`config.mk`:
```
export PLATFORM = sky130hd
export DESIGN_NAME = ecic_channel
export DESIGN_NICKNAME = d
export VERILOG_FILES = /design/src/ecic_pkg.sv /design/src/ecic_edge_detect.sv /design/src/ecic_channel.sv
export SDC_FILE = /design/constraint.sdc
export NUM_CORES = 1
export LEC_CHECK = 0
export ABC_AREA = 1
export BUFFER_PORTS_ARGS = -buffer_cell sky130_fd_sc_hd__buf_2
export CAP_MARGIN = 10
export CORE_MARGIN = 5
export CORE_UTILIZATION = 49
export CTS_CLUSTER_SIZE = 40
export DETAILED_ROUTE_END_ITERATION = 12
export PLACE_DENSITY = 0.75
export SYNTH_ARGS = -nofsm -noshare
export SYNTH_HDL_FRONTEND = slang
export SYNTH_HIERARCHICAL = 1
export SYNTH_SLANG_ARGS = --single-unit
```
`constraint.sdc`:
```
create_clock -name core_clk_in -period 1.8 [get_ports core_clk_in]
set_input_delay 0.09 -clock core_clk_in [delete_from_list [all_inputs] [get_ports core_clk_in]]
set_output_delay 0.09 -clock core_clk_in [all_outputs]
set_load 0.005 [all_outputs]
```
`src/ecic_pkg.sv`:
```
// Purpose: Shared constants and types for the event count / interval capture channel.
// Assumes: One 100 MHz clock, synchronous active-high reset.
// Notes: Mode and edge-select encodings are local to this block.
package ecic_pkg;
   // Counter width and the key counter values.
   localparam int CNT_W = 16;
   localparam logic [15:0] CNT_ZERO = 16'h0000;
   localparam logic [15:0] CNT_FULL = 16'hFFFF;
   // Reset value of the data register.
   localparam logic [15:0] DATA_RST = 16'h0000;
   // Bit position of the wrap flag in the status register.
   localparam int STAT_WRAP_BIT = 0;
   // Start trigger select code for edge-started capture.
   localparam logic [2:0] STS_EDGE = 3'h1;
   // Edge select codes.
   localparam logic [1:0] EDGE_FALL = 2'h0;
   localparam logic [1:0] EDGE_RISE = 2'h1;
   localparam logic [1:0] EDGE_BOTH = 2'h2;
   // Input synchroniser depth.
   localparam int SYNC_STAGES = 3;

   // Channel function.
   typedef enum logic [0:0] {
      ECIC_MODE_EVENT = 1'b0,
      ECIC_MODE_CAPTURE = 1'b1
   } ecic_mode_e;

   // Channel state, one-hot.
   typedef enum logic [2:0] {
      ECIC_ST_IDLE = 3'b001,
      ECIC_ST_LOAD = 3'b010,
      ECIC_ST_RUN = 3'b100
   } ecic_state_e;
endpackage : ecic_pkg

```
`src/ecic_edge_detect.sv`:
```
// Purpose: Synchronise the timer input pin and report selected edges.
// Assumes: Pin is asynchronous to core_clk_in.
// Notes: An edge counts once the second and third stages agree on a new level.
module ecic_edge_detect (
   // Clock and reset.
   input wire logic core_clk_in,
   input wire logic sys_rst_in,
   // Pin and edge selection.
   input wire logic timer_input_pin_in,
   input wire logic [1:0] edge_sel_in,
   // Detected edge, one-cycle pulse.
   output logic edge_out
);
   import ecic_pkg::*;

   // State: synchroniser chain and the last accepted level.
   typedef struct packed {
      logic [SYNC_STAGES-1:0] sync;
      logic level;
   } ecic_sync_s;

   ecic_sync_s st_q, st_d;
   logic rise, fall;

   // Next-state logic; only stage two and three feed the level decision.
   always_comb begin
      st_d = st_q;
      st_d.sync = {st_q.sync[SYNC_STAGES-2:0], timer_input_pin_in};
      if (st_q.sync[1] == st_q.sync[2]) begin
         st_d.level = st_q.sync[2];
      end
   end

   // State register.
   always_ff @(posedge core_clk_in) begin
      if (sys_rst_in) begin
         st_q <= '0;
      end else begin
         st_q <= st_d;
      end
   end

   assign rise = st_d.level & ~st_q.level;
   assign fall = ~st_d.level & st_q.level;

   // Edge selection; the detected pulse comes from the next-state level, a cycle ahead of the level register.
   always_comb begin
      unique case (edge_sel_in)
         EDGE_FALL: edge_out = fall;
         EDGE_RISE: edge_out = rise;
         default: edge_out = rise | fall;
      endcase
   end
endmodule // ecic_edge_detect

```
`src/ecic_channel.sv`:
```
// Purpose: One timer channel: external event counter or input pulse interval capture.
// Assumes: Software bits arrive as plain ports; the clock gating of the unit is modelled as a reset.
// Notes: Each core clock is one count clock.
module ecic_channel (
   // Clock and reset.
   input wire logic core_clk_in,
   input wire logic sys_rst_in,
   // Unit peripheral enable.
   input wire logic unit_enable_in,
   // Software triggers and configuration.
   input wire logic channel_start_trigger_in,
   input wire logic channel_stop_trigger_in,
   input wire ecic_pkg::ecic_mode_e mode_in,
   input wire logic mode_low_bit_in,
   input wire logic [1:0] edge_sel_in,
   input wire logic [2:0] start_trigger_select_in,
   input wire logic data_write_in,
   input wire logic [15:0] data_wdata_in,
   // External pin.
   input wire logic timer_input_pin_in,
   // Status and data.
   output logic channel_enable_status_out,
   output logic [15:0] channel_counter_out,
   output logic [15:0] channel_data_register_out,
   output logic [15:0] channel_status_register_out,
   output logic channel_interrupt_out
);
   import ecic_pkg::*;

   // Whole channel state.
   typedef struct packed {
      ecic_state_e state;
      logic enable;
      logic [15:0] counter;
      logic [15:0] data;
      logic wrap_flag;
      logic wrap_seen;
      logic irq;
   } ecic_chan_s;

   ecic_chan_s st_q, st_d;
   logic edge_hit;
   logic dis_rst;
   // Counter plus one, with the carry out of bit 15 kept as the wrap indication.
   logic [16:0] cnt_inc;

   // Disabling the unit acts as a reset of the channel and its synchroniser.
   assign dis_rst = sys_rst_in | ~unit_enable_in;

   // Input sampled on the operating clock through the synchroniser.
   ecic_edge_detect u_edge (
      .core_clk_in(core_clk_in),
      .sys_rst_in(dis_rst),
      .timer_input_pin_in(timer_input_pin_in),
      .edge_sel_in(edge_sel_in),
      .edge_out(edge_hit)
   );

   // Increment with wrap detection.
   function automatic logic [16:0] inc16(input logic [15:0] v);
      inc16 = {1'b0, v} + 17'h00001;
   endfunction

   // The sum is held in a net so that the counter and the wrap bit are plain part-selects.
   assign cnt_inc = inc16(st_q.counter);

   // Next-state logic.
   always_comb begin
      st_d = st_q;
      st_d.irq = 1'b0;
      // Data writes land any time in event mode and are dropped in capture mode; the counter only sees them at start or a reload.
      if (data_write_in && mode_in == ECIC_MODE_EVENT) begin
         st_d.data = data_wdata_in;
      end
      unique case (st_q.state)
         ECIC_ST_IDLE: begin
            if (channel_start_trigger_in) begin
               st_d.enable = 1'b1;
               st_d.state = ECIC_ST_LOAD;
            end
         end
         ECIC_ST_LOAD: begin
            // First count clock after start.
            st_d.state = ECIC_ST_RUN;
            if (mode_in == ECIC_MODE_EVENT) begin
               st_d.counter = st_d.data;
            end else begin
               st_d.counter = CNT_ZERO;
               st_d.wrap_seen = 1'b0;
               st_d.irq = mode_low_bit_in;
            end
         end
         ECIC_ST_RUN: begin
            if (mode_in == ECIC_MODE_EVENT) begin
               if (edge_hit) begin
                  if (st_q.counter == CNT_ZERO) begin
                     st_d.counter = st_d.data;
                     st_d.irq = 1'b1;
                  end else begin
                     st_d.counter = st_q.counter - 16'h0001;
                  end
               end
            end else if (edge_hit || channel_start_trigger_in) begin
               // Capture by pin edge or by software start.
               st_d.data = st_q.counter;
               st_d.counter = CNT_ZERO;
               st_d.irq = 1'b1;
               st_d.wrap_flag = st_q.wrap_seen;
               st_d.wrap_seen = 1'b0;
            end else begin
               st_d.counter = cnt_inc[15:0];
               if (cnt_inc[16]) begin
                  st_d.wrap_seen = 1'b1;
               end
            end
         end
         default: st_d.state = ECIC_ST_IDLE;
      endcase
      // Stop wins over start and capture, though a capture still loads the data register; counter and wrap flag are held.
      if (channel_stop_trigger_in) begin
         st_d.enable = 1'b0;
         st_d.state = ECIC_ST_IDLE;
         st_d.counter = st_q.counter;
         // A capture in the same cycle must not disturb the held flag.
         st_d.wrap_flag = st_q.wrap_flag;
         st_d.irq = 1'b0;
      end
   end

   // State register; a disabled unit holds everything at its initial value.
   always_ff @(posedge core_clk_in) begin
      if (dis_rst) begin
         st_q <= '{state: ECIC_ST_IDLE, data: DATA_RST, default: '0};
      end else begin
         st_q <= st_d;
      end
   end

   // Outputs come straight from flip-flops; triggers are only pulses, so they never read back.
   assign channel_enable_status_out = st_q.enable;
   assign channel_counter_out = st_q.counter;
   assign channel_data_register_out = st_q.data;
   assign channel_status_register_out = {15'h0000, st_q.wrap_flag};
   assign channel_interrupt_out = st_q.irq;

   // Start from idle raises enable on the next edge.
   a_start_enable: assert property (@(posedge core_clk_in) disable iff (dis_rst)
      st_q.state == ECIC_ST_IDLE && channel_start_trigger_in && !channel_stop_trigger_in
      |=> channel_enable_status_out)
      else $error("Start did not set enable.");

   // Event mode decrement on edge.
   a_event_dec: assert property (@(posedge core_clk_in) disable iff (dis_rst)
      st_q.state == ECIC_ST_RUN && mode_in == ECIC_MODE_EVENT && edge_hit && !channel_stop_trigger_in
      && st_q.counter != CNT_ZERO |=> channel_counter_out == $past(st_q.counter) - 16'h0001)
      else $error("Event counter did not decrement.");

   // Event mode holds without edges.
   a_event_hold: assert property (@(posedge core_clk_in) disable iff (dis_rst)
      st_q.state == ECIC_ST_RUN && mode_in == ECIC_MODE_EVENT && !edge_hit
      |=> $stable(channel_counter_out))
      else $error("Event counter moved without edge.");

   // Reload and interrupt at zero.
   a_event_reload: assert property (@(posedge core_clk_in) disable iff (dis_rst)
      st_q.state == ECIC_ST_RUN && mode_in == ECIC_MODE_EVENT && edge_hit && !channel_stop_trigger_in
      && st_q.counter == CNT_ZERO |=> channel_interrupt_out && channel_counter_out == $past(st_d.data))
      else $error("No reload at zero.");

   // Stop clears enable and holds the counter.
   a_stop_hold: assert property (@(posedge core_clk_in) disable iff (dis_rst)
      channel_stop_trigger_in |=> !channel_enable_status_out && channel_counter_out == $past(st_q.counter))
      else $error("Stop did not halt channel.");

   // Capture copies and clears.
   a_capture_copy: assert property (@(posedge core_clk_in) disable iff (dis_rst)
      st_q.state == ECIC_ST_RUN && mode_in == ECIC_MODE_CAPTURE && edge_hit && !channel_stop_trigger_in
      |=> channel_data_register_out == $past(st_q.counter) && channel_counter_out == CNT_ZERO
      && channel_interrupt_out)
      else $error("Capture failed.");

   // Wrap flag at capture mirrors a wrap in the period.
   a_wrap_flag: assert property (@(posedge core_clk_in) disable iff (dis_rst)
      st_q.state == ECIC_ST_RUN && mode_in == ECIC_MODE_CAPTURE && edge_hit && !channel_stop_trigger_in
      |=> channel_status_register_out[STAT_WRAP_BIT] == $past(st_q.wrap_seen))
      else $error("Wrap flag wrong at capture.");

   // Capture start: counter cleared and interrupt per mode bit.
   a_cap_start: assert property (@(posedge core_clk_in) disable iff (dis_rst)
      st_q.state == ECIC_ST_LOAD && mode_in == ECIC_MODE_CAPTURE && !channel_stop_trigger_in
      |=> channel_counter_out == CNT_ZERO && channel_interrupt_out == $past(mode_low_bit_in))
      else $error("Capture start wrong.");

   // Event start: the first count clock loads the data register into the counter.
   a_event_load: assert property (@(posedge core_clk_in) disable iff (dis_rst)
      st_q.state == ECIC_ST_LOAD && mode_in == ECIC_MODE_EVENT && !channel_stop_trigger_in
      |=> channel_counter_out == $past(st_d.data))
      else $error("Event start did not preload the counter.");

   // Stop keeps the wrap flag.
   a_stop_flag: assert property (@(posedge core_clk_in) disable iff (dis_rst)
      channel_stop_trigger_in |=> $stable(channel_status_register_out))
      else $error("Stop changed wrap flag.");

   // Disabled unit reads initial state.
   a_unit_off: assert property (@(posedge core_clk_in)
      !unit_enable_in && !sys_rst_in |=> !channel_enable_status_out && channel_counter_out == CNT_ZERO)
      else $error("Unit disable did not initialise.");
endmodule // ecic_channel

```
==> impl_metrics.env <==
export IMPL_critPathMostFrequentCell="nand2_2"
export IMPL_power_leakage_uw=0.00214
export IMPL_fin_crit_ns=1.92
export IMPL_antenna_found_initial=0
export IMPL_cp_data_required_time_ns=1.96
export IMPL_portBuffers=61
export IMPL_htreeDepth=2
export IMPL_crit_path_max_fanout=6
export IMPL_postRouteAntennaNets=0
export IMPL_std_cell_rows=30
export IMPL_cts_inserted_buffers=5
export IMPL_holdWs_ns=0.108
export IMPL_yosysWarnings=6
export IMPL_area_growth_pct=18.0
export IMPL_drive_gt1_frac=0.327
export IMPL_pre_cts_slack_ns=-0.133
export IMPL_async_reset_ff_frac=0
export IMPL_fin_crit_sh=1.07
export IMPL_worstMarginPinSlew_ns=0.587
export IMPL_ys_ff_latch=43
export IMPL_drt_initial_drc_count=328
export IMPL_path_clk_slew_ns=0.08
export IMPL_wire_per_inst_um=14.8
export IMPL_vias_per_cell=5.29
export IMPL_drt_total_wl_um=10100
export IMPL_crit_slowest_cell="dfxtp_2"
export IMPL_nNetsFinal=619
export IMPL_drc_errors=0
export IMPL_synth_lib_cells_used_distinct=33
export IMPL_grt_pass1_vias=3233
export IMPL_antennaDiodeCount=0
export IMPL_synth_flop_cell="dfxtp_1"
export IMPL_r2r_start="u_edge/st_q[3]$_SDFF_PP0_"
export IMPL_tns_ns=-2.34
export IMPL_hold_path_class="in2reg"
export IMPL_min_from="mode_low_bit_in"
export IMPL_r2r_cells=15
export IMPL_finalHoldViolations=0
export IMPL_cts_root_buf="clkbuf_8"
export IMPL_dp_hpwl_um=7280
export IMPL_power_density_nw_per_um2=446
export IMPL_finalPower_uw=1820
export IMPL_cts_buffer_depth=2
export IMPL_grt_max_degree=23
export IMPL_grt_pass1_wl_um=15700
export IMPL_cts_tree="yes"
export IMPL_ios=80
export IMPL_die_h_um=94.1
export IMPL_overflow=0
export IMPL_r2r_slack_ns=-0.12
export IMPL_max_stage_delay_ns=0.35
export IMPL_synth_edf_count=0
export IMPL_fp_coreArea_sq_um=6830
export IMPL_dieArea_sq_um=8860
export IMPL_vias=3594
export IMPL_track_usage=0.224
export IMPL_setup_ws_ns=-0.124
export IMPL_hold_depth=3
export IMPL_arrival_ns=2.09
export IMPL_vdd_drop_max_v=0.000249
export IMPL_grt_setup_unrepaired="true"
export IMPL_place_congestion=0.974
export IMPL_critPathKind="reg2reg"
export IMPL_initial_core_util=0.508
export IMPL_first_pass_iters=5
export IMPL_relSlewSlack=0.605
export IMPL_crit_family="simple AND/OR/NAND/NOR gates"
export IMPL_start_kind="register"
export IMPL_avgSynthCellArea_sq_um=6.56
export IMPL_setup_viol=32
export IMPL_finalClockSkew_ns=0.0106
export IMPL_hold_end="channel_interrupt_out$_SDFF_PP0_"
export IMPL_violations="setup timing"
export IMPL_max_freq_mhz=520
export IMPL_crit_path_end_kind="register"
export IMPL_drv_slew=0
export IMPL_cts_sinks=43
export IMPL_fillCellCount=645
export IMPL_synth_area_sq_um=3470
export IMPL_max_cap_violations=0
export IMPL_clk_latency_ns=0.30
export IMPL_syn_inst=529
export IMPL_cp_cell_sequence="nand2_2, nand2_2, nand2_4, inv_4, ha_4, inv_2, nand2_2, nand3_4, nor2_4, buf_12, nor3_4, inv_4, buf_6, nor2_2, a211oi_2"
export IMPL_crit_buf_inv=5
export IMPL_status="finished, violations left"
export IMPL_die_x_um=94.1
export IMPL_r2r_end="channel_data_register_out[13]$_SDFF_PP0_"
export IMPL_seq_area_frac_synth=0.248
[area by class of cell]
class,instances,area (sq um),share of cell area
Multi-Input combinational cell,360,2000,0.489
Sequential cell,43,865,0.211
Timing Repair Buffer,108,759,0.185
Inverter,66,260,0.0636
Tap cell,96,120,0.0293
Clock buffer,6,82.6,0.0202
Clock inverter,1,5.00,0.00122
[cell families after synthesis]
group                    synth area share
AO/OA/AOI/OAI                       0.177
XOR/XNOR                           0.0252
adder cells (fa/ha/maj)            0.0180
buffers and inverters               0.227
flip-flops                          0.248
multiplexers                       0.0115
other                             0.00108
AND/OR/NAND/NOR                     0.292
[through the flow]
step,cell area (sq um),utilization,cells
CTS,4000,0.585,676
floorplan,3530,-,543
global placement,3730,0.547,663
detailed placement,3730,0.547,663
global route,4100,0.599,680
finish,4100,0.599,680
[layout by cell type, fill, tap and decap left out, types with 5 or more instances in the layout]
cell	Yosys	final
conb_1	1	15
a211oi_2	15	15
inv_2	5	7
clkbuf_8	0	6
o21ai_0	35	30
buf_2	12	61
a21oi_1	34	28
nand2_1	96	91
o21ai_1	3	6
nor2_1	71	61
nand2_2	5	9
a31oi_1	6	5
a21oi_2	0	6
dfxtp_1	43	40
inv_1	60	55
buf_4	52	37
nand3_1	37	33
nor2_2	6	15
xor2_1	10	10
[registers in the layout, summed over array words and instances, names as in the netlist]
name,flops
u_edge/st_d,2
channel_enable_status_out,1
channel_interrupt_out,1
st_q,4
channel_counter_out,16
channel_status_register_out,1
channel_data_register_out,16
u_edge/st_q,2
[metal layers]
layer  vias up  global-route usage  wire [um]
met3        22              0.0321        954
met4         0              0.0554        142
met2       184               0.365       4680
li1       1735                   -          -
met5         -                   0          0
met1      1653               0.310       4280
[worst reg2reg max path, cell delays in order, from the launching register on]
cell and delay (ns):
dfxtp_2 0.35, nand2_2 0.06, nand2_2 0.08, nand2_4 0.07, inv_4 0.06, ha_4 0.18
inv_2 0.04, nand2_2 0.05, nand3_4 0.08, nor2_4 0.05, buf_12 0.12, nor3_4 0.20
inv_4 0.13, buf_6 0.15, nor2_2 0.12, a211oi_2 0.06
[synth_stat cells (all sizes together) (3+ instances only)]
master  count  area, sq um
nand3      38          203
nor2       80          338
inv        65          244
a21oi      34          170
nand2     102          403
o21ai      38          190
a31oi       6         37.5
xor2       10         87.6
ha          5         62.6
buf        70          518
mux2i       4         40.0
clkbuf      4         16.3
nand4       4         25.0
dfxtp      43          861
nor3        4         36.3
a211oi     16          195
o211ai      3         22.5
[power breakdown]
group	internal [uW]	switching [uW]
logic	83.1	127
clock network	302	341
registers	965	6.28
[worst max-delay path by stage]
stage	cells after the start	from	end	slack (ns)
2_1_floorplan	17	u_edge/st_d[3]$_SDFF_PP0_	channel_counter_out[8]$_SDFFE_PP0P_	-0.05
6_report	15	u_edge/st_q[3]$_SDFF_PP0_	channel_data_register_out[13]$_SDFF_PP0_	-0.12
5_1_grt	15	u_edge/st_q[3]$_SDFF_PP0_	channel_counter_out[11]$_SDFFE_PP0P_	-0.26
3_5_place_dp	17	u_edge/st_d[3]$_SDFF_PP0_	channel_counter_out[8]$_SDFFE_PP0P_	-0.13
3_3_place_gp	17	u_edge/st_d[3]$_SDFF_PP0_	channel_counter_out[8]$_SDFFE_PP0P_	-0.07
4_1_cts	17	u_edge/st_d[3]$_SDFF_PP0_	channel_counter_out[8]$_SDFFE_PP0P_	-0.12
[what timing repair did]
item / in CTS / in global routing
hold endpoints to repair: 1 / 0
pin swaps: 19 / 13
setup buffers: 4 / 4
gates cloned: 1 / 1
hold buffers: 1 / 0
endpoints found under the setup margin: 31 / 35
resized for setup: 31 / 19
No activity file was read; power rests on OpenSTA's default activity.
